===== src/design/counter_event_trigger_params.svh =====
`ifndef COUNTER_EVENT_TRIGGER_PARAMS_SVH
`define COUNTER_EVENT_TRIGGER_PARAMS_SVH

`define CET_ASSOC_C0 8'h00
`define CET_ASSOC_C1 8'h01
`define CET_ASSOC_NONE 8'hff
`define CET_SEQ_FIRST 32'h00000001
`define CET_SEQ_RESET 32'h00000000
`define CET_NUM_FUNCS 7
`define CET_F_ZERO 0
`define CET_F_SUSPEND 1
`define CET_F_PRESET 2
`define CET_F_CAPTURE 3
`define CET_F_UPPER 4
`define CET_F_LOWER 5
`define CET_F_SENSE 6

`endif


===== src/design/counter_event_trigger_pkg.sv =====
package counter_event_trigger_pkg;
  typedef logic [31:0] seq_t;
  typedef enum {ASSOC_C0, ASSOC_C1, ASSOC_NONE} assoc_t;
endpackage


===== src/design/counter_event_trigger.sv =====
`timescale 1ns/1ps
`default_nettype none
`include "counter_event_trigger_params.svh"

module counter_event_trigger #(
  parameter int NUM_WINDOWS = 8
) (
  // clock and reset
  input wire logic ref_clk,
  input wire logic reset_n,
  // trigger definition from the controller
  input wire logic triggerDefinitionActive,
  input wire logic fireOnMatchEdge,
  input wire logic fireOnUnmatchEdge,
  input wire logic holdUntilAcknowledged,
  input wire logic anyConditionFires,
  input wire logic [7:0] counterAssociation,
  input wire logic [31:0] receiptSequence,
  input wire logic [NUM_WINDOWS-1:0] windowParticipation,
  input wire logic [NUM_WINDOWS-1:0] windowMatchValue,
  input wire logic zeroingParticipation,
  input wire logic suspendParticipation,
  input wire logic presetParticipation,
  input wire logic captureParticipation,
  input wire logic upperWrapParticipation,
  input wire logic lowerWrapParticipation,
  input wire logic countSenseParticipation,
  input wire logic [`CET_NUM_FUNCS-1:0] functionMatchValue,
  // counter and window state, two counters
  input wire logic [1:0] cntZeroing,
  input wire logic [1:0] cntSuspend,
  input wire logic [1:0] cntPreset,
  input wire logic [1:0] cntCapture,
  input wire logic [1:0] cntUpperWrap,
  input wire logic [1:0] cntLowerWrap,
  input wire logic [1:0] cntCountDown,
  input wire logic [NUM_WINDOWS-1:0] inWindow,
  // counter input pins, asynchronous
  input wire logic pinA,
  input wire logic pinB,
  input wire logic pinZ,
  // event record
  output logic eventPending,
  output logic eventPulse,
  output logic eventLost,
  output logic [31:0] firedSequence,
  output logic zeroingStateFlag,
  output logic recordCountDown,
  output logic [2:0] recordAbz,
  output logic [NUM_WINDOWS-1:0] recordInWindow
);

  function automatic counter_event_trigger_pkg::assoc_t decodeAssoc(input logic [7:0] code);
    if (code == `CET_ASSOC_C0) begin
      return counter_event_trigger_pkg::ASSOC_C0;
    end else if (code == `CET_ASSOC_C1) begin
      return counter_event_trigger_pkg::ASSOC_C1;
    end else begin
      return counter_event_trigger_pkg::ASSOC_NONE;
    end
  endfunction

  // wrap-safe: ack covers seq when ack is at or past it
  function automatic logic seqCovered(input logic [31:0] ack, input logic [31:0] seq);
    logic [31:0] diff;
    diff = ack - seq;
    return ~diff[31];
  endfunction

  // pin synchroniser
  logic [2:0] abzMeta_reg;
  logic [2:0] abzSync_reg;
  always_ff @(posedge ref_clk or negedge reset_n) begin
    if (!reset_n) begin
      abzMeta_reg <= 3'h0;
      abzSync_reg <= 3'h0;
    end else begin
      abzMeta_reg <= {pinZ, pinB, pinA};
      abzSync_reg <= abzMeta_reg;
    end
  end

  counter_event_trigger_pkg::assoc_t assoc;
  logic useC1;
  logic [`CET_NUM_FUNCS-1:0] funcState;
  logic [`CET_NUM_FUNCS-1:0] funcSelect;
  logic [`CET_NUM_FUNCS-1:0] funcHit;
  logic [NUM_WINDOWS-1:0] winHit;
  logic anySelected;
  logic allMet;
  logic anyMet;
  logic matchNow;

  always_comb begin
    assoc = decodeAssoc(counterAssociation);
    useC1 = (assoc == counter_event_trigger_pkg::ASSOC_C1);
    funcState = '0;
    if (assoc != counter_event_trigger_pkg::ASSOC_NONE) begin
      funcState[`CET_F_ZERO] = cntZeroing[useC1];
      funcState[`CET_F_SUSPEND] = cntSuspend[useC1];
      funcState[`CET_F_PRESET] = cntPreset[useC1];
      funcState[`CET_F_CAPTURE] = cntCapture[useC1];
      funcState[`CET_F_UPPER] = cntUpperWrap[useC1];
      funcState[`CET_F_LOWER] = cntLowerWrap[useC1];
      funcState[`CET_F_SENSE] = cntCountDown[useC1];
    end
    funcSelect = '0;
    // an unassociated event has no counter to watch
    if (assoc != counter_event_trigger_pkg::ASSOC_NONE) begin
      funcSelect[`CET_F_ZERO] = zeroingParticipation;
      funcSelect[`CET_F_SUSPEND] = suspendParticipation;
      funcSelect[`CET_F_PRESET] = presetParticipation;
      funcSelect[`CET_F_CAPTURE] = captureParticipation;
      funcSelect[`CET_F_UPPER] = upperWrapParticipation;
      funcSelect[`CET_F_LOWER] = lowerWrapParticipation;
      funcSelect[`CET_F_SENSE] = countSenseParticipation;
    end
    funcHit = ~(funcState ^ functionMatchValue);
    winHit = ~(inWindow ^ windowMatchValue);
    anySelected = (|funcSelect) | (|windowParticipation);
    allMet = (&(funcHit | ~funcSelect)) & (&(winHit | ~windowParticipation));
    anyMet = (|(funcHit & funcSelect)) | (|(winHit & windowParticipation));
    matchNow = triggerDefinitionActive & anySelected
      & (anyConditionFires ? anyMet : allMet);
  end

  logic matchPrev_reg;
  logic matchPrev_next;
  logic fire;
  logic acked;
  logic store;
  logic [31:0] seqCount_reg;
  logic [31:0] seqCount_next;
  logic pending_reg;
  logic pending_next;
  logic pulse_reg;
  logic pulse_next;
  logic lost_reg;
  logic lost_next;
  logic [31:0] recSeq_reg;
  logic [31:0] recSeq_next;
  logic recZero_reg;
  logic recZero_next;
  logic recDown_reg;
  logic recDown_next;
  logic [2:0] recAbz_reg;
  logic [2:0] recAbz_next;
  logic [NUM_WINDOWS-1:0] recWin_reg;
  logic [NUM_WINDOWS-1:0] recWin_next;

  always_comb begin
    matchPrev_next = matchNow;
    // edges only, so a steady match raises nothing more
    fire = triggerDefinitionActive
      & ((fireOnMatchEdge & matchNow & ~matchPrev_reg)
      | (fireOnUnmatchEdge & ~matchNow & matchPrev_reg));
    acked = seqCovered(receiptSequence, recSeq_reg);
    store = fire & ~(holdUntilAcknowledged & pending_reg & ~acked);
    seqCount_next = fire ? seqCount_reg + `CET_SEQ_FIRST : seqCount_reg;
    pulse_next = store;
    lost_next = fire & ~store;
    // a new record wins over a same-cycle acknowledge
    pending_next = store | (pending_reg & ~acked);
    recSeq_next = recSeq_reg;
    recZero_next = recZero_reg;
    recDown_next = recDown_reg;
    recAbz_next = recAbz_reg;
    recWin_next = recWin_reg;
    if (store) begin
      recSeq_next = seqCount_reg;
      recZero_next = funcState[`CET_F_ZERO];
      recDown_next = funcState[`CET_F_SENSE];
      recAbz_next = abzSync_reg;
      recWin_next = inWindow;
    end
  end

  always_ff @(posedge ref_clk or negedge reset_n) begin
    if (!reset_n) begin
      matchPrev_reg <= 1'b0;
      seqCount_reg <= `CET_SEQ_FIRST;
      pending_reg <= 1'b0;
      pulse_reg <= 1'b0;
      lost_reg <= 1'b0;
      recSeq_reg <= `CET_SEQ_RESET;
      recZero_reg <= 1'b0;
      recDown_reg <= 1'b0;
      recAbz_reg <= 3'h0;
      recWin_reg <= '0;
    end else begin
      matchPrev_reg <= matchPrev_next;
      seqCount_reg <= seqCount_next;
      pending_reg <= pending_next;
      pulse_reg <= pulse_next;
      lost_reg <= lost_next;
      recSeq_reg <= recSeq_next;
      recZero_reg <= recZero_next;
      recDown_reg <= recDown_next;
      recAbz_reg <= recAbz_next;
      recWin_reg <= recWin_next;
    end
  end

  assign eventPending = pending_reg;
  assign eventPulse = pulse_reg;
  assign eventLost = lost_reg;
  assign firedSequence = recSeq_reg;
  assign zeroingStateFlag = recZero_reg;
  assign recordCountDown = recDown_reg;
  assign recordAbz = recAbz_reg;
  assign recordInWindow = recWin_reg;

  // independent view of the selections, kept apart from the datapath
  logic assocValid;
  logic [`CET_NUM_FUNCS-1:0] chkSel;
  logic [`CET_NUM_FUNCS-1:0] chkState;
  assign assocValid = (counterAssociation == `CET_ASSOC_C0)
    | (counterAssociation == `CET_ASSOC_C1);
  assign chkSel = {countSenseParticipation, lowerWrapParticipation, upperWrapParticipation,
    captureParticipation, presetParticipation, suspendParticipation, zeroingParticipation};
  assign chkState = (counterAssociation == `CET_ASSOC_C1)
    ? {cntCountDown[1], cntLowerWrap[1], cntUpperWrap[1], cntCapture[1],
      cntPreset[1], cntSuspend[1], cntZeroing[1]}
    : {cntCountDown[0], cntLowerWrap[0], cntUpperWrap[0], cntCapture[0],
      cntPreset[0], cntSuspend[0], cntZeroing[0]};
endmodule
`default_nettype wire


===== config.mk =====
export PLATFORM = sky130hd
export DESIGN_NAME = counter_event_trigger
export DESIGN_NICKNAME = d
export VERILOG_FILES = /design/src/design/counter_event_trigger_pkg.sv /design/src/design/counter_event_trigger.sv
export VERILOG_INCLUDE_DIRS = /design/src /design/src/design
export SDC_FILE = /design/constraint.sdc
export NUM_CORES = 1
export LEC_CHECK = 0
export BUFFER_PORTS_ARGS = -buffer_cell sky130_fd_sc_hd__buf_2
export CORE_MARGIN = 2
export CORE_UTILIZATION = 38
export DETAILED_ROUTE_END_ITERATION = 6
export GPL_TIMING_DRIVEN = 0
export PLACE_DENSITY = 0.69
export SYNTH_ARGS = -nofsm -noshare
export SYNTH_HDL_FRONTEND = slang
export SYNTH_SLANG_ARGS = --single-unit

===== constraint.sdc =====
create_clock -name ref_clk -period 3 [get_ports ref_clk]
set_input_delay 0.3 -clock ref_clk [delete_from_list [all_inputs] [get_ports ref_clk]]
set_output_delay 0.3 -clock ref_clk [all_outputs]
set_load 0.05 [all_outputs]

# ---- Word level (Yosys, flattened, before mapping)
# Index checks and enable logic that the tools add are counted.
dict set report word_totals {
  out_inout_bits 48
  register_bits 87
  elab_cells 75
  inputBits 102
}
dict set report op_classes {
  addsub 2
  n_eq_ne 3
  reduce_logical 7
  muxes 19
  order_cmp 1
  bitwise 31
}
# cell count
set op_table {}
lappend op_table {{$add A32 B1 Y32 const B} 1}
lappend op_table {{$eq A32 B2 Y1 const B} 1}
lappend op_table {{$ne A32 B3 Y1 const B} 1}
lappend op_table {{$sub A32 B32 Y32} 1}
lappend op_table {{$not A8 Y8} 2}
lappend op_table {{$reduce_or A8 Y1} 2}
lappend op_table {{$mux W1} 15}
lappend op_table {{$mux W7} 2}
lappend op_table {{$not A7 Y7} 2}
lappend op_table {{$reduce_or A7 Y1} 2}
lappend op_table {{$and A1 B1 Y1} 13}
lappend op_table {{$and A8 B8 Y8} 1}
lappend op_table {{$eq A8 B1 Y1 const B} 1}
lappend op_table {{$logic_not A8 Y1} 1}
lappend op_table {{$or A8 B8 Y8} 1}
lappend op_table {{$reduce_and A8 Y1} 1}
lappend op_table {{$xor A8 B8 Y8} 1}
lappend op_table {{$and A7 B7 Y7} 1}
lappend op_table {{$or A7 B7 Y7} 1}
lappend op_table {{$reduce_and A7 Y1} 1}
lappend op_table {{$xor A7 B7 Y7} 1}
lappend op_table {{$mux W2} 2}
lappend op_table {{$not A1 Y1} 4}
lappend op_table {{$or A1 B1 Y1} 4}
lappend op_table {{$lt A1 B2 Y1 const B} 1}

# ---- Logic depth before layout (Yosys ltp)
# Gate-level depths: netlist of run 1.
dict set report logic_depth {
  word_depth 22
  mapped_depth 13
  mapped_depth_nobuf 11
}

# ---- Least setup slack after synthesis of run 1
# No wires, ideal clock.
dict set report synth_timing {
  kind {register to register}
  from {register recSeq_reg[22] (netlist: firedSequence[22])}
  to {register recSeq_reg[2] (netlist: firedSequence[2])}
  path_stages_with_launch 14
  n_path_buf 2
  setup_slack_ns 0.043
  period_less_slack_ns 2.957
  setup_ns 0.127
  required_ns 2.873
  arrival_ns 2.830
  cell_sequence {dfrtp_1 -> inv_1 -> ha_1 -> a2111oi_0 -> nand2_1 -> a31oi_1 -> nor4_1 -> nor3_1 -> o211ai_1 -> xnor2_1 -> o21a_1 -> buf_4 -> buf_6 -> mux2_1}
}
dict set report synth_via {
  elab_chain_len 4
}
# element line
set synth_lines {}
lappend synth_lines {{from (decl)} counter_event_trigger.sv:140} ;# logic [31:0] recSeq_reg;
lappend synth_lines {{from (signal assigned)} counter_event_trigger.sv:185} ;# recSeq_reg <= `CET_SEQ_RESET;
lappend synth_lines {{from (signal assigned)} counter_event_trigger.sv:196} ;# recSeq_reg <= recSeq_next;
lappend synth_lines {{$sub A32 B32 Y32} counter_event_trigger.sv:66} ;# diff = ack - seq;
lappend synth_lines {{$and A1 B1 Y1} counter_event_trigger.sv:158} ;# store = fire & ~(holdUntilAcknowledged & pending_reg & ~acked);
lappend synth_lines {{$not A1 Y1} counter_event_trigger.sv:158}
lappend synth_lines {{$and A1 B1 Y1} counter_event_trigger.sv:158}
# Every way passes these cells.
# A chain may end at the register's enable or synchronous reset.

# ---- Final worst setup path of run 1
dict set report layout_timing {
  from {register recSeq_reg[15] (netlist: firedSequence[15])}
  to {register recSeq_reg[20] (netlist: firedSequence[20])}
}
# Same word-level chain as after synthesis.

==> results of run 1 <==
through the flow:
stage | util [%] | cells | power [mW] | hold WS [ps]
after global placement | 47.1 | 735 | 2.30 | 334
after CTS | 50.4 | 758 | 3.47 | 64.3
final | 55.0 | 780 | 3.56 | 77.2
after floorplan | - | 419 | 2.02 | 4.41
after detailed placement | 47.4 | 736 | 2.34 | 195
after global routing | 55.0 | 780 | 3.73 | 67.2
placed cells by master (no fill, tap or decap), types with 15 or more instances in the layout:
| cell type | count |
|---|---|
| and3_1 | 15 |
| ha_1 | 22 |
| mux2_4 | 32 |
| xnor2_1 | 37 |
| inv_1 | 37 |
| buf_2 | 149 |
| nand3_1 | 17 |
| dfrtp_1 | 86 |
| nand4_1 | 23 |
| buf_4 | 23 |
power breakdown:
group	switching [mW]	total [mW]	internal [mW]
logic	0.640	1.05	0.405
clock network	0.460	1.11	0.652
registers	0.102	1.40	1.30
total	1.20	3.56	2.36
area by class of cell:
| class | instances | area [sq um] | area share, % |
|---|---|---|---|
| multi-input combinational | 276 | 2600 | 39.2 |
| sequential | 87 | 2180 | 32.8 |
| timing repair buffer | 177 | 1060 | 16.0 |
| clock buffer | 10 | 229 | 3.45 |
| tap | 168 | 210 | 3.17 |
| inverter | 43 | 161 | 2.43 |
| buffer | 13 | 126 | 1.90 |
| clock inverter | 6 | 66.3 | 0.999 |
path summary, 6_finish.rpt:
check	from	to	slack, ps	cells after the start
min	pinB	abzMeta_reg[1]	80	1
max in group asynchronous	reset_n	seqCount_reg[0]	1960	3
max	firedSequence[15]	firedSequence[20]	-160	13
max reg2reg	firedSequence[15]	firedSequence[20]	-160	13
min in group asynchronous	reset_n	firedSequence[19]	390	2
min reg2reg	abzMeta_reg[2]	abzSync_reg[2]	350	0
worst register-to-register path, cell delays in order (launching register included):
cell       delay, ps
dfrtp_1          410
inv_1             80
ha_1             290
nand4_1          180
nor4_4           460
nand3_1          190
nand2_1          120
nor3_2            40
o211ai_1         180
xnor2_1          210
o21a_2           250
buf_12           160
clkbuf_16        160
mux2_1           330
per-layer routing:
layer,vias to the layer above,track usage (%),share of wire (%)
met4,0,4.90,0.73
met5,-,0,0
met3,8,2.98,4.2
met2,99,31.9,50
met1,1912,21.3,45
li1,1860,-,-
what timing repair did:
| item | CTS | global route |
|---|---|---|
| hold endpoints to repair | 16 | 0 |
| pin swaps | 4 | 15 |
| gates cloned | 0 | 4 |
| setup buffers | 5 | 19 |
| endpoints found under the setup margin | 45 | 50 |
| gates resized for setup | 7 | 67 |
| hold buffers | 1 | 0 |
kinds of logic after synthesis:
family | after synthesis | synth area share (%)
adders and majority gates | 31 | 8.19
AOI/OAI and AO/OA | 45 | 6.74
buffers and inverters | 56 | 5.29
DFF | 87 | 46.0
xor gates and xnor gates | 48 | 8.88
muxes | 56 | 13.4
and+or+nand+nor | 96 | 11.5
==> results.yml, run 1 <==
synthesis:
  synth_seq_cells: 87
  yosysMostFrequentCell: "dfrtp_1"
  synthesis.instances: 419
  async_flop_share_pct: 100
  synth_cell_types: 46
  synthTopCellsByCount: "86 x dfrtp_1, 43 x inv_1, 39 x mux2_1, 37 x xnor2_1, 31 x ha_1"
  synth_ff_type: "dfrtp_1"
  yosys_warnings: 0
  synth_top_cell_area_share_pct: 45.5
  synthesis.nets: 552
  yosys.area.top_type: "dfrtp_1"
  synth-edff-count: 0
  syn-cell-area_sq_mm: 0.00473
  syn_area_per_cell_sq_um: 11.3
  ys_seq_area_share_pct: 46.0
  synth_area_leaders: "dfrtp_1 45%, mux2_1 9.3%, ha_1 8.2%, xnor2_1 6.8%, inv_1 3.4%"
worst_setup_path:
  crit_type: "flip-flop to flip-flop"
  cp_num_buf_inv: 3
  max_stage_delay_ps: 460
  cp-end-kind: "flip-flop"
  worstPathMaxFanout: 6
  cp_slowest_cell: "nor4_4"
  critPathArrivalTime_ps: 3370
  critPathLaunchType: "flip-flop"
  required_ps: 3210
  crit_family: "simple AND/OR/NAND/NOR gates"
  crit_chain: "inv_1, ha_1, nand4_1, nor4_4, nand3_1, nand2_1, nor3_2, o211ai_1, xnor2_1, o21a_2, buf_12, clkbuf_16, mux2_1"
cts:
  clk_pin_slew_ps: 60
  cts.sinks: 87
  h-tree-depth: 3
  cts_buffer_depth: 2
  cts_tree: "yes"
  insertion_delay_ps: 330
  cts_buffers: 9
  cts_root_buf: "clkbuf_16"
drt:
  first_iter_violations: 240
  firstDrtPassIters: 7
  wl_per_cell_um: 16.1
  vias_per_cell: 4.97
  vias: 3879
  post-route-drc-count: 0
  drt_wl_total_um: 12600
  ant_nets: 0
timing:
  drv_slew: 0
  max_freq_mhz: 316
  finalSetupTns_ps: -5300
  clock-skew-final_ps: 10.0
  rsz0062_at_grt: "yes"
  setup_ws_ps: -162
  min_period_ps: 3160
  max_slew_margin_pct: 61.4
  hold_violations: 0
  setup_viol: 47
  min_period_over_period_pct: 105
  max_slew.worst_pin.slew_ps: 579
global_routing:
  grt_max_degree: 72
  grtUsageTotal_pct: 17.5
  first_global_vias: 3944
  antenna_found_initial: 0
  grt_pass1_wl_um: 18500
  overflow: 0
place:
  dp.final_hpwl_um: 8850
  pre_cts_slack_ps: -295
  placed_area_sq_mm: 0.00571
  place_congestion: 0.847
  buffer_ports.inserted: 148
finish:
  area_growth_syn_to_layout_pct: 40.2
  fillers: 1013
  antenna_cells: 0
  nets: 740
  finalInstanceArea_sq_mm: 0.00664
  drive_above_1_share_pct: 43.1
pwr:
  power_density_mw_per_mm2: 536
  peakVddDrop_mv: 0.307
  leakage_nw: 3.29
floorplan:
  rows: 40
  chipHeight_um: 116
  start_util_pct: 39.2
  io_pins: 150
  die_x_um: 116
  core-area_sq_mm: 0.0121
  dieArea_sq_mm: 0.0134
outcome:
  status: "finished, violations left"
  violations: "negative setup slack"
min_path:
  hold_path_class: "primary input to flip-flop"
job:
  cap_violations: 0
No activity file was read; power rests on OpenSTA's default activity.
==> inputs of run 2 (changes only) <==
--- a/config.mk
+++ b/config.mk
@@ -6,12 +6,13 @@
 export SDC_FILE = /design/constraint.sdc
 export NUM_CORES = 1
 export LEC_CHECK = 0
+export ABC_AREA = 1
 export BUFFER_PORTS_ARGS = -buffer_cell sky130_fd_sc_hd__buf_2
 export CORE_MARGIN = 2
 export CORE_UTILIZATION = 38
 export DETAILED_ROUTE_END_ITERATION = 6
 export GPL_TIMING_DRIVEN = 0
-export PLACE_DENSITY = 0.69
+export PLACE_DENSITY = 0.68
 export SYNTH_ARGS = -nofsm -noshare
 export SYNTH_HDL_FRONTEND = slang
 export SYNTH_SLANG_ARGS = --single-unit
==> constraint.sdc (replaced) <==
create_clock -name ref_clk -period 3.95 [get_ports ref_clk]
set_input_delay 0.395 -clock ref_clk [delete_from_list [all_inputs] [get_ports ref_clk]]
set_output_delay 0.395 -clock ref_clk [all_outputs]
set_load 0.05 [all_outputs]
==> run 2 against run 1 <==
  * The flow now finishes without violations
  * Power shrank 15%
  * Sequential power is 14% lower
  * Maximum frequency is 11% higher
  * Cell count is 46% higher
  * Via count rose by 40%
  * Largest power group unchanged
  * Clock skew about the same
  * Global-route usage grew 1.4 points
  * Critical endpoint is now recordInWindow[4]
  * Synthesized cell count increased by 89%
  * Sequential share of layout area is 1.2 points lower
==> results.yml, run 2 <==
outcome:
  status: "finished, final reports clean"
floorplan:
  core-area_sq_mm: 0.0145
  dieArea_sq_mm: 0.0157
  io_pins: 150
  chipHeight_um: 125
  die_x_um: 125
  start_util_pct: 38.7
  rows: 44
synthesis:
  synth_cell_types: 32
  async_flop_share_pct: 100
  ys_seq_area_share_pct: 38.8
  synth-edff-count: 0
  synthTopCellsByCount: "295 x nand2_1, 86 x dfrtp_1, 81 x inv_1, 80 x nand3_1, 64 x nor2_1"
  syn_area_per_cell_sq_um: 7.09
  synth_top_cell_area_share_pct: 38.4
  yosys.area.top_type: "dfrtp_1"
  syn-cell-area_sq_mm: 0.00561
  synthesis.nets: 924
  yosys_warnings: 0
  synth_ff_type: "dfrtp_1"
  synth_seq_cells: 87
  synthesis.instances: 791
  yosysMostFrequentCell: "nand2_1"
  synth_area_leaders: "dfrtp_1 38%, nand2_1 20%, nand3_1 7.1%, ha_1 6.9%, inv_1 5.4%"
worst_setup_path:
  crit_type: "flip-flop to flip-flop"
  critPathLaunchType: "flip-flop"
  required_ps: 4230
  r2r_cells: 16
  cp-end-kind: "flip-flop"
  regToRegStartpoint: "firedSequence[13]"
  critPathArrivalTime_ps: 3130
  worstPathMaxFanout: 10
  critPathLaunch: "firedSequence[13]"
global_routing:
  grtUsageTotal_pct: 18.9
  first_global_vias: 5230
  antenna_found_initial: 0
  grt_max_degree: 46
  grt_pass1_wl_um: 24300
  overflow: 0
timing:
  min_period_ps: 2850
  setup_ws_ps: 1100
  hold_violations: 0
  max_slew.worst_pin.slew_ps: 607
  finalSetupTns_ps: 0
  max_slew_margin_pct: 59.5
  min_period_over_period_pct: 72.1
  drv_slew: 0
  rsz0062_at_grt: "no"
  clock-skew-final_ps: 9.86
  setup_viol: 0
  max_freq_mhz: 351
  fin_hold_ws_ps: 45.3
drt:
  vias_per_cell: 4.78
  ant_nets: 0
  wl_per_cell_um: 12.5
  drt_wl_total_um: 14300
  firstDrtPassIters: 4
  first_iter_violations: 252
  post-route-drc-count: 0
  vias: 5441
place:
  buffer_ports.inserted: 148
  placed_area_sq_mm: 0.00661
  dp.final_hpwl_um: 11500
  place_congestion: 0.912
  pre_cts_slack_ps: 921
  dp.cells: 1124
finish:
  nets: 1084
  mostFrequentLayoutCells: "295 x nand2_1, 159 x buf_2, 86 x dfrtp_1"
  finalInstanceArea_sq_mm: 0.00688
  drive_above_1_share_pct: 20.5
  antenna_cells: 0
  final_common_cell: "nand2_1"
  fin_util_pct: 47.5
  final-instance-count-excl-fill: 1139
  area_growth_syn_to_layout_pct: 22.7
  fillers: 1507
pwr:
  peakVddDrop_mv: 0.188
  p_total_mw: 3.01
  leakage_nw: 3.79
  power_density_mw_per_mm2: 438
cts:
  insertion_delay_ps: 340
  h-tree-depth: 3
  clk_pin_slew_ps: 70
  cts_tree: "yes"
  holdBufCountCts: 0
  cts_buffer_depth: 2
  cts_root_buf: "clkbuf_16"
  cts_buffers: 9
  cts.sinks: 87
  cts_resized: 0
  cts_setup_buffers: 0
min_path:
  hold_path_class: "primary input to asynchronous set/reset pin"
job:
  cap_violations: 0
-- run 2: changes by cell type after synthesis, sizes merged, moves of 15 or more --
cell,previous run,this run
xnor2,37,11
mux2,46,0
and3,15,0
nand2,10,296
nor3,5,20
nand3,17,81
inv,43,83
nor2,4,68
-- run 2: layer usage --
metal / vias to the layer above / wire [um] / GRT usage (%) / share of wire, %
li1: 2835 / - / - / -
met1: 2438 / 6430 / 24.3 / 45
met2: 150 / 6680 / 32.0 / 47
met3: 18 / 948 / 4.07 / 6.6
met4: 0 / 210 / 5.36 / 1.5
met5: - / 0 / 0 / 0
-- run 2: power by group --
part / internal [mW] / switching (mW) / total, mW
registers: 1.05 / 0.150 / 1.20
logic: 0.309 / 0.717 / 1.03
clock network: 0.442 / 0.347 / 0.789
-- run 2: worst max-delay path, cell delays in order, from the launching register on --
cell	delay, ps
dfrtp_1	370
inv_1	50
ha_1	260
nand2_1	60
inv_1	50
nand3_1	90
nor3_1	190
o21ai_0	160
nand2_1	140
nand3_1	150
nand2_1	100
nand2_1	60
nand3_1	170
buf_2	330
clkbuf_1	390
nand3_1	150
nand2_1	80
-- run 2: cells by family after synthesis --
family | count (synthesis) | share of synthesized area, %
AND/OR/NAND/NOR | 490 | 37.0
buffers and inverters | 109 | 8.36
flip-flops | 87 | 38.8
AO/OA/AOI/OAI | 42 | 3.90
XOR/XNOR | 32 | 5.00
adder cells (fa/ha/maj) | 31 | 6.91
-- run 2: worst paths after layout --
kind                                endpoint  slack [ps]
max                        recordInWindow[4]        1100
min                           abzMeta_reg[2]          50
max reg2reg                recordInWindow[4]        1100
min reg2reg                   abzSync_reg[2]         350
max in group asynchronous   seqCount_reg[23]        3270
min in group ref_clk          abzMeta_reg[2]         150
-- run 2: area by class of cell --
class	count	area, sq um	area share, %
sequential	87	2180	31.6
clock inverter	4	31.3	0.454
tap	184	230	3.34
timing repair buffer	149	771	11.2
multi-input combinational	595	2960	43.0
buffer	25	154	2.24
clock buffer	11	243	3.53
inverter	84	315	4.58
==> inputs of run 3 (changes only) <==
--- a/config.mk
+++ b/config.mk
@@ -6,13 +6,13 @@
 export SDC_FILE = /design/constraint.sdc
 export NUM_CORES = 1
 export LEC_CHECK = 0
-export ABC_AREA = 1
+export ABC_AREA = 0
 export BUFFER_PORTS_ARGS = -buffer_cell sky130_fd_sc_hd__buf_2
 export CORE_MARGIN = 2
 export CORE_UTILIZATION = 38
 export DETAILED_ROUTE_END_ITERATION = 6
 export GPL_TIMING_DRIVEN = 0
-export PLACE_DENSITY = 0.68
+export PLACE_DENSITY = 0.69
 export SYNTH_ARGS = -nofsm -noshare
 export SYNTH_HDL_FRONTEND = slang
 export SYNTH_SLANG_ARGS = --single-unit
==> constraint.sdc (replaced) <==
create_clock -name ref_clk -period 2.75 [get_ports ref_clk]
set_input_delay 0.275 -clock ref_clk [delete_from_list [all_inputs] [get_ports ref_clk]]
set_output_delay 0.275 -clock ref_clk [all_outputs]
set_load 0.05 [all_outputs]
==> run 3 against run 2 <==
  * The run now ends with negative setup slack left
  * Global-route usage down 0.59 points
  * Wire length is 14% lower
  * Cell count decreased by 33%
  * Power increased by 30%
  * Sequential share of layout area up 2.1 points
  * Register-to-register slack lost 1300 ps
  * Largest cell class unchanged
  * Largest power group unchanged
==> results.yml, run 3 (synthesized netlist as in run 1, its figures left out) <==
worst_setup_path:
  cp_slowest_cell: "nor4_4"
  critPathLaunchType: "flip-flop"
  crit_family: "simple AND/OR/NAND/NOR gates"
  cp-end-kind: "flip-flop"
  cpMostUsedCell: "buf_12"
  crit_chain: "inv_1, ha_1, nand4_1, nor4_4, nand3_2, nand2_1, nor3_1, o211ai_1, xnor2_2, o21a_2, buf_12, buf_12, mux2_1"
  required_ps: 2960
  critPathArrivalTime_ps: 3120
  crit_type: "flip-flop to flip-flop"
  max_stage_delay_ps: 420
  cp_num_buf_inv: 3
  worstPathMaxFanout: 10
floorplan:
  io_pins: 150
  chipHeight_um: 116
  die_x_um: 116
  rows: 40
  dieArea_sq_mm: 0.0134
  core-area_sq_mm: 0.0121
  start_util_pct: 39.2
drt:
  vias: 3893
  wl_per_cell_um: 16.0
  ant_nets: 0
  firstDrtPassIters: 4
  post-route-drc-count: 0
  vias_per_cell: 5.07
  first_iter_violations: 215
  drt_wl_total_um: 12300
cts:
  cts_buffer_depth: 2
  cts_root_buf: "clkbuf_16"
  clk_pin_slew_ps: 60
  cts.sinks: 87
  cts_tree: "yes"
  h-tree-depth: 3
  cts_buffers: 9
  insertion_delay_ps: 340
global_routing:
  grtUsageTotal_pct: 18.3
  antenna_found_initial: 0
  overflow: 0
  grt_max_degree: 66
  first_global_vias: 3910
  grt_pass1_wl_um: 19100
place:
  buffer_ports.inserted: 148
  dp.cells: 736
  place_congestion: 0.781
  dp.final_hpwl_um: 9140
  placed_area_sq_mm: 0.00574
  pre_cts_slack_ps: -521
timing:
  drv_slew: 0
  min_period_ps: 2910
  max_freq_mhz: 344
  finalSetupTns_ps: -6460
  rsz0062_at_grt: "yes"
  clock-skew-final_ps: 10.3
  fin_hold_ws_ps: 49.5
  hold_violations: 0
  setup_viol: 45
  max_slew_margin_pct: 63.9
  max_slew.worst_pin.slew_ps: 542
  setup_ws_ps: -161
  min_period_over_period_pct: 106
finish:
  area_growth_syn_to_layout_pct: 36.8
  final_common_cell: "buf_2"
  drive_above_1_share_pct: 41.0
  mostFrequentLayoutCells: "149 x buf_2, 81 x dfrtp_1, 41 x inv_1"
  finalInstanceArea_sq_mm: 0.00647
  antenna_cells: 0
  nets: 728
  fillers: 1056
  fin_util_pct: 53.7
  final-instance-count-excl-fill: 768
pwr:
  power_density_mw_per_mm2: 604
  peakVddDrop_mv: 0.285
  leakage_nw: 3.23
  p_total_mw: 3.91
outcome:
  violations: "negative setup slack"
  status: "finished, violations left"
job:
  cap_violations: 0
min_path:
  hold_path_class: "primary input to flip-flop"
-- run 3: changes by cell type in the layout (fill, tap and decap cells not counted), sizes merged, moves of 9 or more --
cell	delta
and3	+15
mux2i	+10
mux2	+46
a21oi	-9
xnor2	+26
xor2	-10
o21ai	-14
nor2	-64
nand3	-64
nand4	+14
inv	-40
nand2	-286
nor3	-15
-- run 3: metal layers --
metal	up-vias	part of all wire, %	track usage, %
li1	1834	-	-
met1	1934	43	22.8
met2	115	51	32.2
met3	10	5.2	3.24
met4	0	1.0	5.94
met5	-	0	0
-- run 3: final cells by class --
| class | count | area, sq um | area share (%) |
|---|---|---|---|
| Multi-Input combinational cell | 276 | 2520 | 38.9 |
| Buffer | 13 | 133 | 2.05 |
| Clock buffer | 11 | 243 | 3.75 |
| Sequential cell | 87 | 2180 | 33.7 |
| Tap cell | 168 | 210 | 3.25 |
| Clock inverter | 5 | 66.3 | 1.02 |
| Timing Repair Buffer | 165 | 960 | 14.8 |
| Inverter | 43 | 161 | 2.49 |
-- run 3: path summary, 6_finish.rpt --
kind / startpoint / end / slack [ps] / cells past startpoint
hold reg to reg: abzMeta_reg[0] / abzSync_reg[0] / 350 / 0
min in group asynchronous: reset_n / firedSequence[17] / 380 / 2
setup reg to reg: firedSequence[28] / firedSequence[12] / -160 / 13
max in group asynchronous: reset_n / seqCount_reg[0] / 1690 / 3
hold / removal: pinB / abzMeta_reg[1] / 50 / 1
setup / recovery: firedSequence[28] / firedSequence[12] / -160 / 13
-- run 3: worst reg2reg max path, cell delays in order (launching register included) --
cell and delay [ps]:
dfrtp_1 370, inv_1 50, ha_1 290, nand4_1 220, nor4_4 420, nand3_2 130, nand2_1 90, nor3_1 50
o211ai_1 140, xnor2_2 190, o21a_2 230, buf_12 150, buf_12 140, mux2_1 320
-- run 3: timing repair --
action                                  in CTS  in global routing
hold endpoints to repair                    22                  0
buffers inserted                             7                  5
pin swaps                                    5                  8
gates cloned                                 1                  2
hold buffers                                 1                  0
endpoints found under the setup margin      47                 58
resized for setup                           36                 25
-- run 3: power by group --
part	switching [mW]	internal (mW)	leakage, nW
registers	0.112	1.42	1.15
clock network	0.504	0.739	0.148
logic	0.699	0.437	1.93
total	1.32	2.59	3.23
